===== config.mk =====
export PLATFORM = sky130hd
export DESIGN_NAME = ram_transfer_table_exec
export DESIGN_NICKNAME = d
export VERILOG_FILES = /design/src/ram_xfer_pkg.sv /design/src/ram_transfer_table_exec.sv
export SDC_FILE = /design/constraint.sdc
export NUM_CORES = 1
export LEC_CHECK = 0
export ABC_AREA = 1
export ABC_CLOCK_PERIOD_IN_PS = 9050
export BUFFER_PORTS_ARGS = -buffer_cell sky130_fd_sc_hd__buf_2
export CORE_UTILIZATION = 50
export DETAILED_ROUTE_END_ITERATION = 8
export MAX_ROUTING_LAYER = met4
export PLACE_DENSITY = 0.7
export SETUP_SLACK_MARGIN = 0.5
export SYNTH_ARGS = -nofsm -noshare
export SYNTH_HDL_FRONTEND = slang
export SYNTH_SLANG_ARGS = --single-unit

===== constraint.sdc =====
create_clock -name CLK_I -period 9.05 [get_ports CLK_I]
set_input_delay 1.3575 -clock CLK_I [delete_from_list [all_inputs] [get_ports CLK_I]]
set_output_delay 1.3575 -clock CLK_I [all_outputs]
set_load 0.02 [all_outputs]

===== src/ram_xfer_pkg.sv =====
// Constants and carrier types for the RAM transfer and table executor
package ram_xfer_pkg;
  // Instruction field codes, upper six bits of the ten bit word
  localparam logic [5:0] OP_LOAD_ACC = 6'h2c;
  localparam logic [5:0] OP_SWAP = 6'h2d;
  localparam logic [5:0] OP_SWAP_UP = 6'h2e;
  localparam logic [5:0] OP_SWAP_DOWN = 6'h2f;
  localparam logic [5:0] OP_STORE_ACC = 6'h2b;
  localparam logic [5:0] OP_IMM_ACC = 6'h07;
  // Table reference uses bits 9..6, pointer pair load bits 9..8
  localparam logic [3:0] OP_TABLE_REF = 4'h2;
  localparam logic [1:0] OP_PTR_LOAD = 2'h3;
  localparam logic [9:0] OP_Y_INC = 10'h013;
  localparam logic [9:0] OP_Y_DEC = 10'h017;
  // Widths and sizes
  localparam int WORD_W = 10;
  localparam int PC_W = 13;
  localparam int PCL_W = 7;
  localparam int SP_W = 3;
  localparam int STACK_DEPTH = 8;
  localparam int RAM_WORDS = 256;
  localparam int BUS_AW = 4;
  localparam int BUS_DW = 16;
  // Register offsets on the plain register port
  localparam logic [3:0] REG_CTRL = 4'h0;
  localparam logic [3:0] REG_ACC = 4'h1;
  localparam logic [3:0] REG_PTR = 4'h2;
  localparam logic [3:0] REG_PC = 4'h3;
  localparam logic [3:0] REG_MISC = 4'h4;
  localparam logic [3:0] REG_PAGE = 4'h5;
  // Field positions and reset values
  localparam int CTRL_RUN_BIT = 0;
  localparam logic [12:0] PC_RESET = 13'h0000;
  localparam logic [2:0] SP_RESET = 3'h7;
  localparam logic [3:0] NIB_RESET = 4'h0;
  localparam logic [3:0] NIB_MAX = 4'hf;

  // Programmer-visible core registers
  typedef struct packed {
    logic [1:0] w5;
    logic [3:0] b;
    logic [3:0] a;
    logic [3:0] x;
    logic [3:0] y;
  } core_regs_type;

  // Execution phases of one instruction
  typedef enum logic [1:0] {
    ST_FETCH = 2'b00,
    ST_EXEC = 2'b01,
    ST_TREAD = 2'b10,
    ST_TLOAD = 2'b11
  } phase_type;
endpackage


===== src/ram_transfer_table_exec.sv =====
// Executor for RAM transfer, pointer and ROM table instructions
// Overview
// The executor walks a simple two-phase loop. In the fetch phase the PC
// stands on the ROM address port; the ROM answers one clock later, so
// the word is decoded in the execute phase that follows. Every ordinary
// instruction therefore costs two clocks, one instruction cycle.
// The table reference is the only multi-cycle word. It spends two more
// clocks: one to present the table address and one to take the word.
//
// Data pointer
// The RAM nibble is selected by X as the high half and Y as the low
// half. The file selector of larger parts is not modelled, so the data
// RAM is 256 nibbles deep and every X and Y pair is a valid address.
//
// Skip handling
// A skip request is remembered in a single flag. The next word is still
// fetched and takes its full cycle, but nothing it would do is allowed
// to land: no register, no RAM nibble and no stack entry moves. Only the
// PC and the pointer pair tracker advance. A skipped word never raises a new skip, so skips do not
// chain, which keeps the flag a plain one-bit register.
//
// Pointer pair chains
// A pointer pair load directly after another one is dropped. The
// tracker remembers whether the previous executed or skipped word was a
// pointer pair load; this lets a program keep several entry points into
// one block of loads, each setting X and Y once.
//
// Software access
// The register port is for debug and test. The PC may only be written
// while the executor is halted in the fetch phase, so a write never
// tears an instruction in flight. RAM and stack have no reset and no port
// access; the program must set them before use.
//
`timescale 1ns/1ps
`default_nettype none
module ram_transfer_table_exec (
  input wire logic CLK_I,
  input wire logic RESETN_I,
  input wire logic [ram_xfer_pkg::BUS_AW-1:0] ADDR_I,
  input wire logic [ram_xfer_pkg::BUS_DW-1:0] WDATA_I,
  input wire logic WR_I,
  input wire logic RD_I,
  output logic [ram_xfer_pkg::BUS_DW-1:0] RDATA_O,
  output logic [ram_xfer_pkg::PC_W-1:0] ROM_ADDR_O,
  input wire logic [ram_xfer_pkg::WORD_W-1:0] ROM_DATA_I
);
  import ram_xfer_pkg::*;

  // Pointer pair load is decoded for execution and for chain tracking
  function automatic logic is_ptr_load(input logic [WORD_W-1:0] w);
    is_ptr_load = (w[9:8] == OP_PTR_LOAD);
  endfunction

  core_regs_type regs;
  core_regs_type next_regs;
  phase_type phase;
  phase_type next_phase;
  logic [PC_W-1:0] pc;
  logic [PC_W-1:0] next_pc;
  logic [SP_W-1:0] sp;
  logic [SP_W-1:0] next_sp;
  logic [2:0] page;
  logic run;
  logic skip;
  logic next_skip;
  logic prev_ptr;
  logic next_prev_ptr;
  logic [3:0] ram [0:RAM_WORDS-1];
  logic [PC_W-1:0] stack [0:STACK_DEPTH-1];
  logic ram_we;
  logic [3:0] ram_wdata;
  logic push;
  logic [SP_W-1:0] sp_up;
  logic [SP_W-1:0] sp_down;

  // Decoding of the word that arrives in the execute phase
  wire logic [WORD_W-1:0] word = ROM_DATA_I;
  wire logic [3:0] imm = word[3:0];
  wire logic [5:0] op_hi = word[9:4];
  wire logic [7:0] ram_addr = {regs.x, regs.y};
  wire logic [3:0] ram_q = ram[ram_addr];
  wire logic [3:0] x_xor = regs.x ^ imm;
  wire logic [3:0] y_up = regs.y + 4'h1;
  wire logic [3:0] y_down = regs.y - 4'h1;
  wire logic [PC_W-1:0] pc_inc = pc + 13'h0001;
  wire logic dec_tabref = (word[9:6] == OP_TABLE_REF);
  wire logic dec_ptr = is_ptr_load(word);
  // A pointer load right after another one is suppressed
  wire logic ptr_chain = dec_ptr && prev_ptr;
  wire logic bus_wr_ctrl = WR_I && (ADDR_I == REG_CTRL);
  wire logic bus_wr_pc = WR_I && (ADDR_I == REG_PC);
  wire logic bus_wr_page = WR_I && (ADDR_I == REG_PAGE);

  assign sp_up = sp + 3'h1;
  assign sp_down = sp - 3'h1;
  assign ROM_ADDR_O = pc;

  // Next-state logic of the executor
  // Decoding order matters only where codes could overlap. The RAM
  // transfer group is matched on six bits first; the table reference on
  // four bits and the pointer pair load on two bits come after it, and
  // the fixed Y step words last. Words that match nothing act as no-op
  // and still advance the PC, so an unused code cannot hang the loop.
  // The swap forms write the old accumulator into RAM at the same edge
  // at which the old RAM nibble lands in the accumulator; both read the
  // state before the edge, so no temporary is needed.
  always_comb begin
    next_regs = regs;
    next_phase = phase;
    next_pc = pc;
    next_sp = sp;
    next_skip = skip;
    next_prev_ptr = prev_ptr;
    ram_we = 1'b0;
    ram_wdata = regs.a;
    push = 1'b0;
    case (phase)
      ST_FETCH: begin
        if (run) begin
          next_phase = ST_EXEC;
        end
      end
      ST_EXEC: begin
        next_phase = ST_FETCH;
        next_pc = pc_inc;
        next_prev_ptr = dec_ptr;
        next_skip = 1'b0;
        // A skipped word only advances the PC and the pointer pair tracker; no other state moves
        if (skip || ptr_chain) begin
          next_regs = regs;
        end else if (op_hi == OP_LOAD_ACC) begin
          next_regs.a = ram_q;
          next_regs.x = x_xor;
        end else if (op_hi == OP_SWAP) begin
          next_regs.a = ram_q;
          ram_we = 1'b1;
          next_regs.x = x_xor;
        end else if (op_hi == OP_SWAP_DOWN) begin
          next_regs.a = ram_q;
          ram_we = 1'b1;
          next_regs.x = x_xor;
          next_regs.y = y_down;
          next_skip = (y_down == NIB_MAX);
        end else if (op_hi == OP_SWAP_UP) begin
          next_regs.a = ram_q;
          ram_we = 1'b1;
          next_regs.x = x_xor;
          next_regs.y = y_up;
          next_skip = (y_up == NIB_RESET);
        end else if (op_hi == OP_STORE_ACC) begin
          ram_we = 1'b1;
          next_regs.x = x_xor;
        end else if (op_hi == OP_IMM_ACC) begin
          next_regs.a = imm;
        end else if (dec_tabref) begin
          // Push return address, then jump into the table
          next_sp = sp_up;
          push = 1'b1;
          next_pc = {word[5:0], page, regs.a};
          next_phase = ST_TREAD;
        end else if (dec_ptr) begin
          next_regs.x = word[7:4];
          next_regs.y = word[3:0];
        end else if (word == OP_Y_INC) begin
          next_regs.y = y_up;
          next_skip = (y_up == NIB_RESET);
        end else if (word == OP_Y_DEC) begin
          next_regs.y = y_down;
          next_skip = (y_down == NIB_MAX);
        end
      end
      ST_TREAD: begin
        // Table address is on the ROM port; data is back next cycle
        next_phase = ST_TLOAD;
      end
      ST_TLOAD: begin
        next_regs.w5 = word[9:8];
        next_regs.b = word[7:4];
        next_regs.a = word[3:0];
        next_pc = stack[sp];
        next_sp = sp_down;
        next_phase = ST_FETCH;
      end
      default: begin
        next_phase = ST_FETCH;
      end
    endcase
  end

  // Core state; a PC write from software only lands while halted
  always_ff @(posedge CLK_I) begin
    if (!RESETN_I) begin
      regs <= '0;
      phase <= ST_FETCH;
      pc <= PC_RESET;
      sp <= SP_RESET;
      skip <= 1'b0;
      prev_ptr <= 1'b0;
    end else begin
      regs <= next_regs;
      phase <= next_phase;
      sp <= next_sp;
      skip <= next_skip;
      prev_ptr <= next_prev_ptr;
      if (bus_wr_pc && !run && phase == ST_FETCH) begin
        pc <= WDATA_I[PC_W-1:0];
      end else begin
        pc <= next_pc;
      end
    end
  end

  // Data RAM and return stack have no reset; the program must set them
  // Leaving them without reset lets them map onto plain memory cells.
  // The stack entry is written at the slot above the current pointer,
  // the same slot that the pointer will hold once the push lands, so
  // the pop in the load phase reads back exactly what was stored.
  always_ff @(posedge CLK_I) begin
    if (ram_we) begin
      ram[ram_addr] <= ram_wdata;
    end
    if (push) begin
      stack[sp_up] <= pc_inc;
    end
  end

  // Software control: run enable and table page register
  always_ff @(posedge CLK_I) begin
    if (!RESETN_I) begin
      run <= 1'b0;
      page <= 3'h0;
    end else begin
      if (bus_wr_ctrl) begin
        run <= WDATA_I[CTRL_RUN_BIT];
      end
      if (bus_wr_page) begin
        page <= WDATA_I[2:0];
      end
    end
  end

  // Read mux; unmapped offsets read as zero
  // Every field sits at the low end of its word and unused bits are
  // zero, so software may mask nothing and compare whole words.
  logic [BUS_DW-1:0] rd_mux;
  always_comb begin
    case (ADDR_I)
      REG_CTRL: rd_mux = {15'h0000, run};
      REG_ACC: rd_mux = {6'h00, regs.w5, regs.b, regs.a};
      REG_PTR: rd_mux = {8'h00, regs.x, regs.y};
      REG_PC: rd_mux = {3'h0, pc};
      REG_MISC: rd_mux = {9'h000, prev_ptr, skip, phase, sp};
      REG_PAGE: rd_mux = {13'h0000, page};
      default: rd_mux = 16'h0000;
    endcase
  end

  // Read data stands one cycle, zero otherwise
  always_ff @(posedge CLK_I) begin
    if (!RESETN_I) begin
      RDATA_O <= 16'h0000;
    end else if (RD_I) begin
      RDATA_O <= rd_mux;
    end else begin
      RDATA_O <= 16'h0000;
    end
  end
endmodule
`default_nettype wire


; ---- After elaboration in Yosys (flattened, before gate mapping)
; Memories as Yosys holds them, arrays and structs flattened. A register that Yosys moved wholly into a read port is not among the register bits.
; Cells that the tools add are included.
[word_totals]
ram_bits = 1128
latch_bits = 0
output_inout_bits = 29
mem_count = 2
reg_bits = 58
wordCells = 162
mem_bits_ro = 0
[memory_table]
columns = name, words, width, rd, rd_ports_with_merged_regs, write_ports, line_no
row1 = ram, 256, 4, 1, 0, 1, ram_transfer_table_exec.sv:68  ; logic [3:0] ram [0:RAM_WORDS-1];
row2 = stack, 8, 13, 1, 1, 1, ram_transfer_table_exec.sv:69  ; logic [PC_W-1:0] stack [0:STACK_DEPTH-1];
[classes]
div_mod_pow = 0
mul = 0
n_bitwise = 5
order_cmp = 0
add_sub_neg = 5
mux = 81
eq_ne = 35
reduce_logical = 21
shifts = 0
[op_table]
columns = op, n
row1 = $mux 13, 9
row2 = $pmux 13 s6, 1
row3 = $mux 4, 10
row4 = $mux 12, 3
row5 = $mux 8, 4
row6 = $mux 1, 31
row7 = $eq 6x6->1 const B, 5
row8 = $mux 3, 10
row9 = $pmux 13 s2, 1
row10 = $eq 10x5->1 const B, 2
row11 = $pmux 10 s2, 1
row12 = $mux 2, 9
row13 = $ne 2x2->1 const B, 9
row14 = $ne 6x6->1 const B, 3
row15 = $add 13x1->13 const B, 1
row16 = $eq 4x2->1 const B, 3
row17 = $reduce_and 9->1, 1
row18 = $eq 4x3->1 const B, 2
row19 = $logic_not 4->1, 2
row20 = $pmux 2 s4, 1
row21 = $reduce_and 8->1, 1
row22 = $eq 2x2->1 const B, 3
row23 = $eq 6x3->1 const B, 1
row24 = $logic_and 1x1->1, 6
row25 = 23 further kinds, 28

; ---- Depth between registers and ports, before layout
[logic_depth]
ltp_word = 13
mapped_depth = 20

; ---- Least setup slack after synthesis
; No wires, ideal clock.
[synth_path]
path_kind = flip-flop to flip-flop
start = reg regs, in the netlist ram_wdata[0]
end = reg pc[0], in the netlist ROM_ADDR_O[0]
stages_incl_launch_ff = 5
t_required_ns = 8.980
path_slack_ns = 4.731
path_buffers = 0
arrival_ns = 4.249
path_cell_list = dfxtp_1 o21ai_0 nand3_1 o211ai_1 a21oi_1
[synth_via]
elab_chain_len = 10
[synth_rtl]
columns = item, line_no
row1 = start: declaration, ram_transfer_table_exec.sv:54  ; core_regs_type regs;
row2 = start signal: assignment, ram_transfer_table_exec.sv:200  ; regs <= next_regs;
row3 = $mux 13, ram_transfer_table_exec.sv:155  ; end else if (dec_tabref) begin
row4 = $mux 13, ram_transfer_table_exec.sv:153  ; end else if (op_hi == OP_IMM_ACC) begin
row5 = $mux 13, ram_transfer_table_exec.sv:150  ; end else if (op_hi == OP_STORE_ACC) begin
row6 = $mux 13, ram_transfer_table_exec.sv:144  ; end else if (op_hi == OP_SWAP_UP) begin
row7 = $mux 13, ram_transfer_table_exec.sv:138  ; end else if (op_hi == OP_SWAP_DOWN) begin
row8 = $mux 13, ram_transfer_table_exec.sv:134  ; end else if (op_hi == OP_SWAP) begin
row9 = $mux 13, ram_transfer_table_exec.sv:131  ; end else if (op_hi == OP_LOAD_ACC) begin
row10 = $mux 13, ram_transfer_table_exec.sv:129  ; if (skip || ptr_chain) begin
row11 = $pmux 13 s2, ram_transfer_table_exec.sv:117  ; case (phase)
row12 = $mux 13, ram_transfer_table_exec.sv:205  ; if (bus_wr_pc && !run && phase == ST_FETCH) begin
row13 = end signal: assignment, ram_transfer_table_exec.sv:206  ; pc <= WDATA_I[PC_W-1:0];
row14 = end signal: assignment, ram_transfer_table_exec.sv:208  ; pc <= next_pc;
row15 = end: declaration, ram_transfer_table_exec.sv:58  ; logic [PC_W-1:0] pc;
; No other way between the ends.
; A chain may end at the register's enable or synchronous reset.

; ---- Final worst setup path
[layout_path]
start = reg regs, in the netlist ram_addr[0]
end = reg regs, in the netlist ram_wdata[2]
[layout_via]
elab_chain_len = 7
[layout_rtl]
columns = item, line_no
row1 = $mem_v2 256x4 *, n/a
row2 = $mux 12, ram_transfer_table_exec.sv:144
row3 = $mux 12, ram_transfer_table_exec.sv:138
row4 = $mux 8, ram_transfer_table_exec.sv:134
row5 = $mux 8 *, ram_transfer_table_exec.sv:131
row6 = $mux 12 *, ram_transfer_table_exec.sv:129
row7 = $pmux 10 s2 *, ram_transfer_table_exec.sv:117
; Mark *: on every way between the ends. The rest lies on a longest branch, timed or not. The select of a mux whose other input is x is not followed.

==> results.md <==
- Outcome: completed
- Unrepaired setup endpoints after global routing: no
- Most common cell in the netlist: nor2_1
- Die Span X: 319.8 um
- GRT overflow: 0
- Antenna violations before repair: 0
- Antenna cell count: 0
- Sequential area share after synthesis: 69.39%
- Syn_area_per_cell: 10.63 um^2
- Synthesized area: 50480 um^2
- Clock Skews: 52.68 ps
- Crit-path max FO: 72
- Layout cells sized above 1: 6.772%
- CP startpoint kind: flip-flop
- Via count: 34280
- Bufs on Longest Clock Path: 3
- Postcts setup bufs: 0
- Routed WL: 125400 um
- Gate Count Post-Synth: 4749
- Hpwl dp: 71120 um
- Hold Vio Cnt, Final: 0
- Yosys reg bits: 1186
- Vias in the first global route: 32680
- Die Height: 319.8 um
- Post-synth EDFFs: 1128
- CP arrival: 5250 ps
- # DRC: 0
- Total track usage: 25.10%
- Fmax achieved: 212.5 MHz
- WS Path Type: reg2reg
- Peak VDD IR: 0.0001457 V
- TritonRoute pass-1 iters: 7
- Worst Setup End Kind: flip-flop
- Ratio of final minimum period to clock period: 52.00%
- Critical Path RT: 9590 ps
- Synth Warn #: 0
- Placed Area: 51460 um^2
- Final ANT Viol Nets: 0
- CTS Hold Bufs: 0
- Global-route wire length before repair: 190900 um
- Final instance area: 55260 um^2
- Layout area overhead: 9.465%
- Setup TNS: 0 ps
- Synth cell count leaders: nor2_1 (1208), edfxtp_1 (1128), nand2_1 (970)
- CTS clk-pin slew, worst paths: 70 ps
- Num ports: 63
- Core outline area: 100000 um^2
- Worst Hold Class: reg2reg
- Post-layout util: 55.26%
- RD Place Congestion: 0.9129
- Effective utilization at floorplan: 50.48%
- Largest net degree at the start of global routing: 168
- Synth area leader: edfxtp_1
- Port bufs: 56
- Cell Pwr Density: 198.4 nW/um^2
- Die area: 102200 um^2
- Setup violators final: 0
- TritonCTS Buffers: 114
- Synth unique cells: 41
- Total power draw: 0.01096 W
- Flop-to-flop setup slack: 4340 ps
- Final max-slew violation count: 0
- Slew HR: 18.48%
- CTS root buf: clkbuf_16
- Main synth FF type: edfxtp_1
- Drt via density: 5.623
- CTS tree: built
- Final net count: 4749
- Post-synth top area share: 67.09%
- WL/cell: 20.57 um
- Leak: 21.06 nW
- Fillcell total: 8275
- Clock sink count: 1186
- Async SR Flop Fraction: 0%
- 1st-iter DRT viols: 4268
- Rows: 116
- Max_cap viols: 0
- Synth area leaders: edfxtp_1 (67%), nor2_1 (9.0%), nand2_1 (7.2%)
- Worst-skew pair later-pin latency: 700 ps
- CTS resizes: 0
- Minimum clock period: 4706 ps
- Worst slew pin tran: 1222 ps
- CTS H-tree depth: 3
[layout make-up]
| class | instances | area (um^2) | area share [%] |
|---|---|---|---|
| timing repair buffer | 107 | 688.2 | 1.245 |
| inverter | 196 | 753.2 | 1.363 |
| clock inverter | 65 | 678.2 | 1.227 |
| tap | 1298 | 1624 | 2.939 |
| sequential | 1186 | 35060 | 63.44 |
| clock buffer | 144 | 3129 | 5.662 |
| multi-input combinational | 3101 | 13330 | 24.13 |
[cells in the final DEF, fill, tap and decap left out, drive strengths merged, types with 7 or more instances in the layout]
master,n
nor2,1224
dfxtp,58
inv,193
edfxtp,1128
bufinv,13
nand3,62
clkinv,53
a31oi,7
xor2,16
a21oi,52
o22ai,29
buf,107
a221oi,7
clkbuf,144
o211ai,16
ha,9
o21ai,638
nand2,980
o221ai,19
nand4,8
nor3,17
[worst paths after layout]
| path | startpoint | depth (start not counted) | endpoint |
|---|---|---|---|
| min | skip | 2 | skip |
| max | ram_addr[0] | 18 | ram_wdata[2] |
| max reg2reg | ram_addr[0] | 18 | ram_wdata[2] |
| min reg2reg | skip | 2 | skip |
[worst max-delay path, cell delays in order (launching register included)]
cell     delay (ps)
dfxtp_4         770
buf_4           710
buf_4           630
buf_4           720
nand2_1         110
nand2_1          90
o21ai_0         100
nand2_1          80
nand2_1          60
o21ai_0         310
nand2_1         180
nor2_1          120
nor2_1           50
nor2_1          130
nand2_1         120
nand2_1          80
nand2_1          50
nand2_1          80
a21oi_1          50
[metrics by stage]
stage	worst slack [ps]	instances	hold WS, ps
6_report	4344	6097	468.8
5_1_grt	3972	6097	484.4
4_1_cts	4465	6097	470.4
3_5_place_dp	4486	5888	460.8
3_3_place_gp	4515	5888	448.9
2_1_floorplan	4731	4751	429.8
[per-layer routing]
layer	wire length, um	up-vias	part of all wire [%]	GRT usage (%)
met2	59500	1594	47	39.71
li1	-	16010	-	-
met4	3976	0	3.2	8.515
met5	0	-	0	-
met1	50670	16420	40	33.27
met3	11260	259	9.0	3.825
[registers in the layout, summed over array words and instances, names as in the netlist, named ones only]
register / count
RDATA_O: 13
skip: 1
ram_wdata: 4
regs: 6
ram_addr: 8
ram: 1024
run: 1
prev_ptr: 1
stack: 104
phase: 1
sp: 3
page: 3
ROM_ADDR_O: 13
[cells by family (layout without fill, tap and decap cells)]
family / Yosys count / count (layout) / share of synthesized area [%]
AND/OR/NAND/NOR: 2295 / 2295 / 17.66
flip-flops: 1186 / 1186 / 69.39
AO/OA/AOI/OAI: 776 / 776 / 8.097
buffers and inverters: 464 / 512 / 4.302
XOR/XNOR: 18 / 18 / 0.3123
adder cells (fa/ha/maj): 9 / 9 / 0.2231
other: 1 / 3 / 0.007428
[where the power goes]
group	switching, W	internal, W
clock	0.00201	0.00280
combinational	0.000139	0.0000429
sequential	0.0000130	0.00595
(Power assumes the default switching activity.)
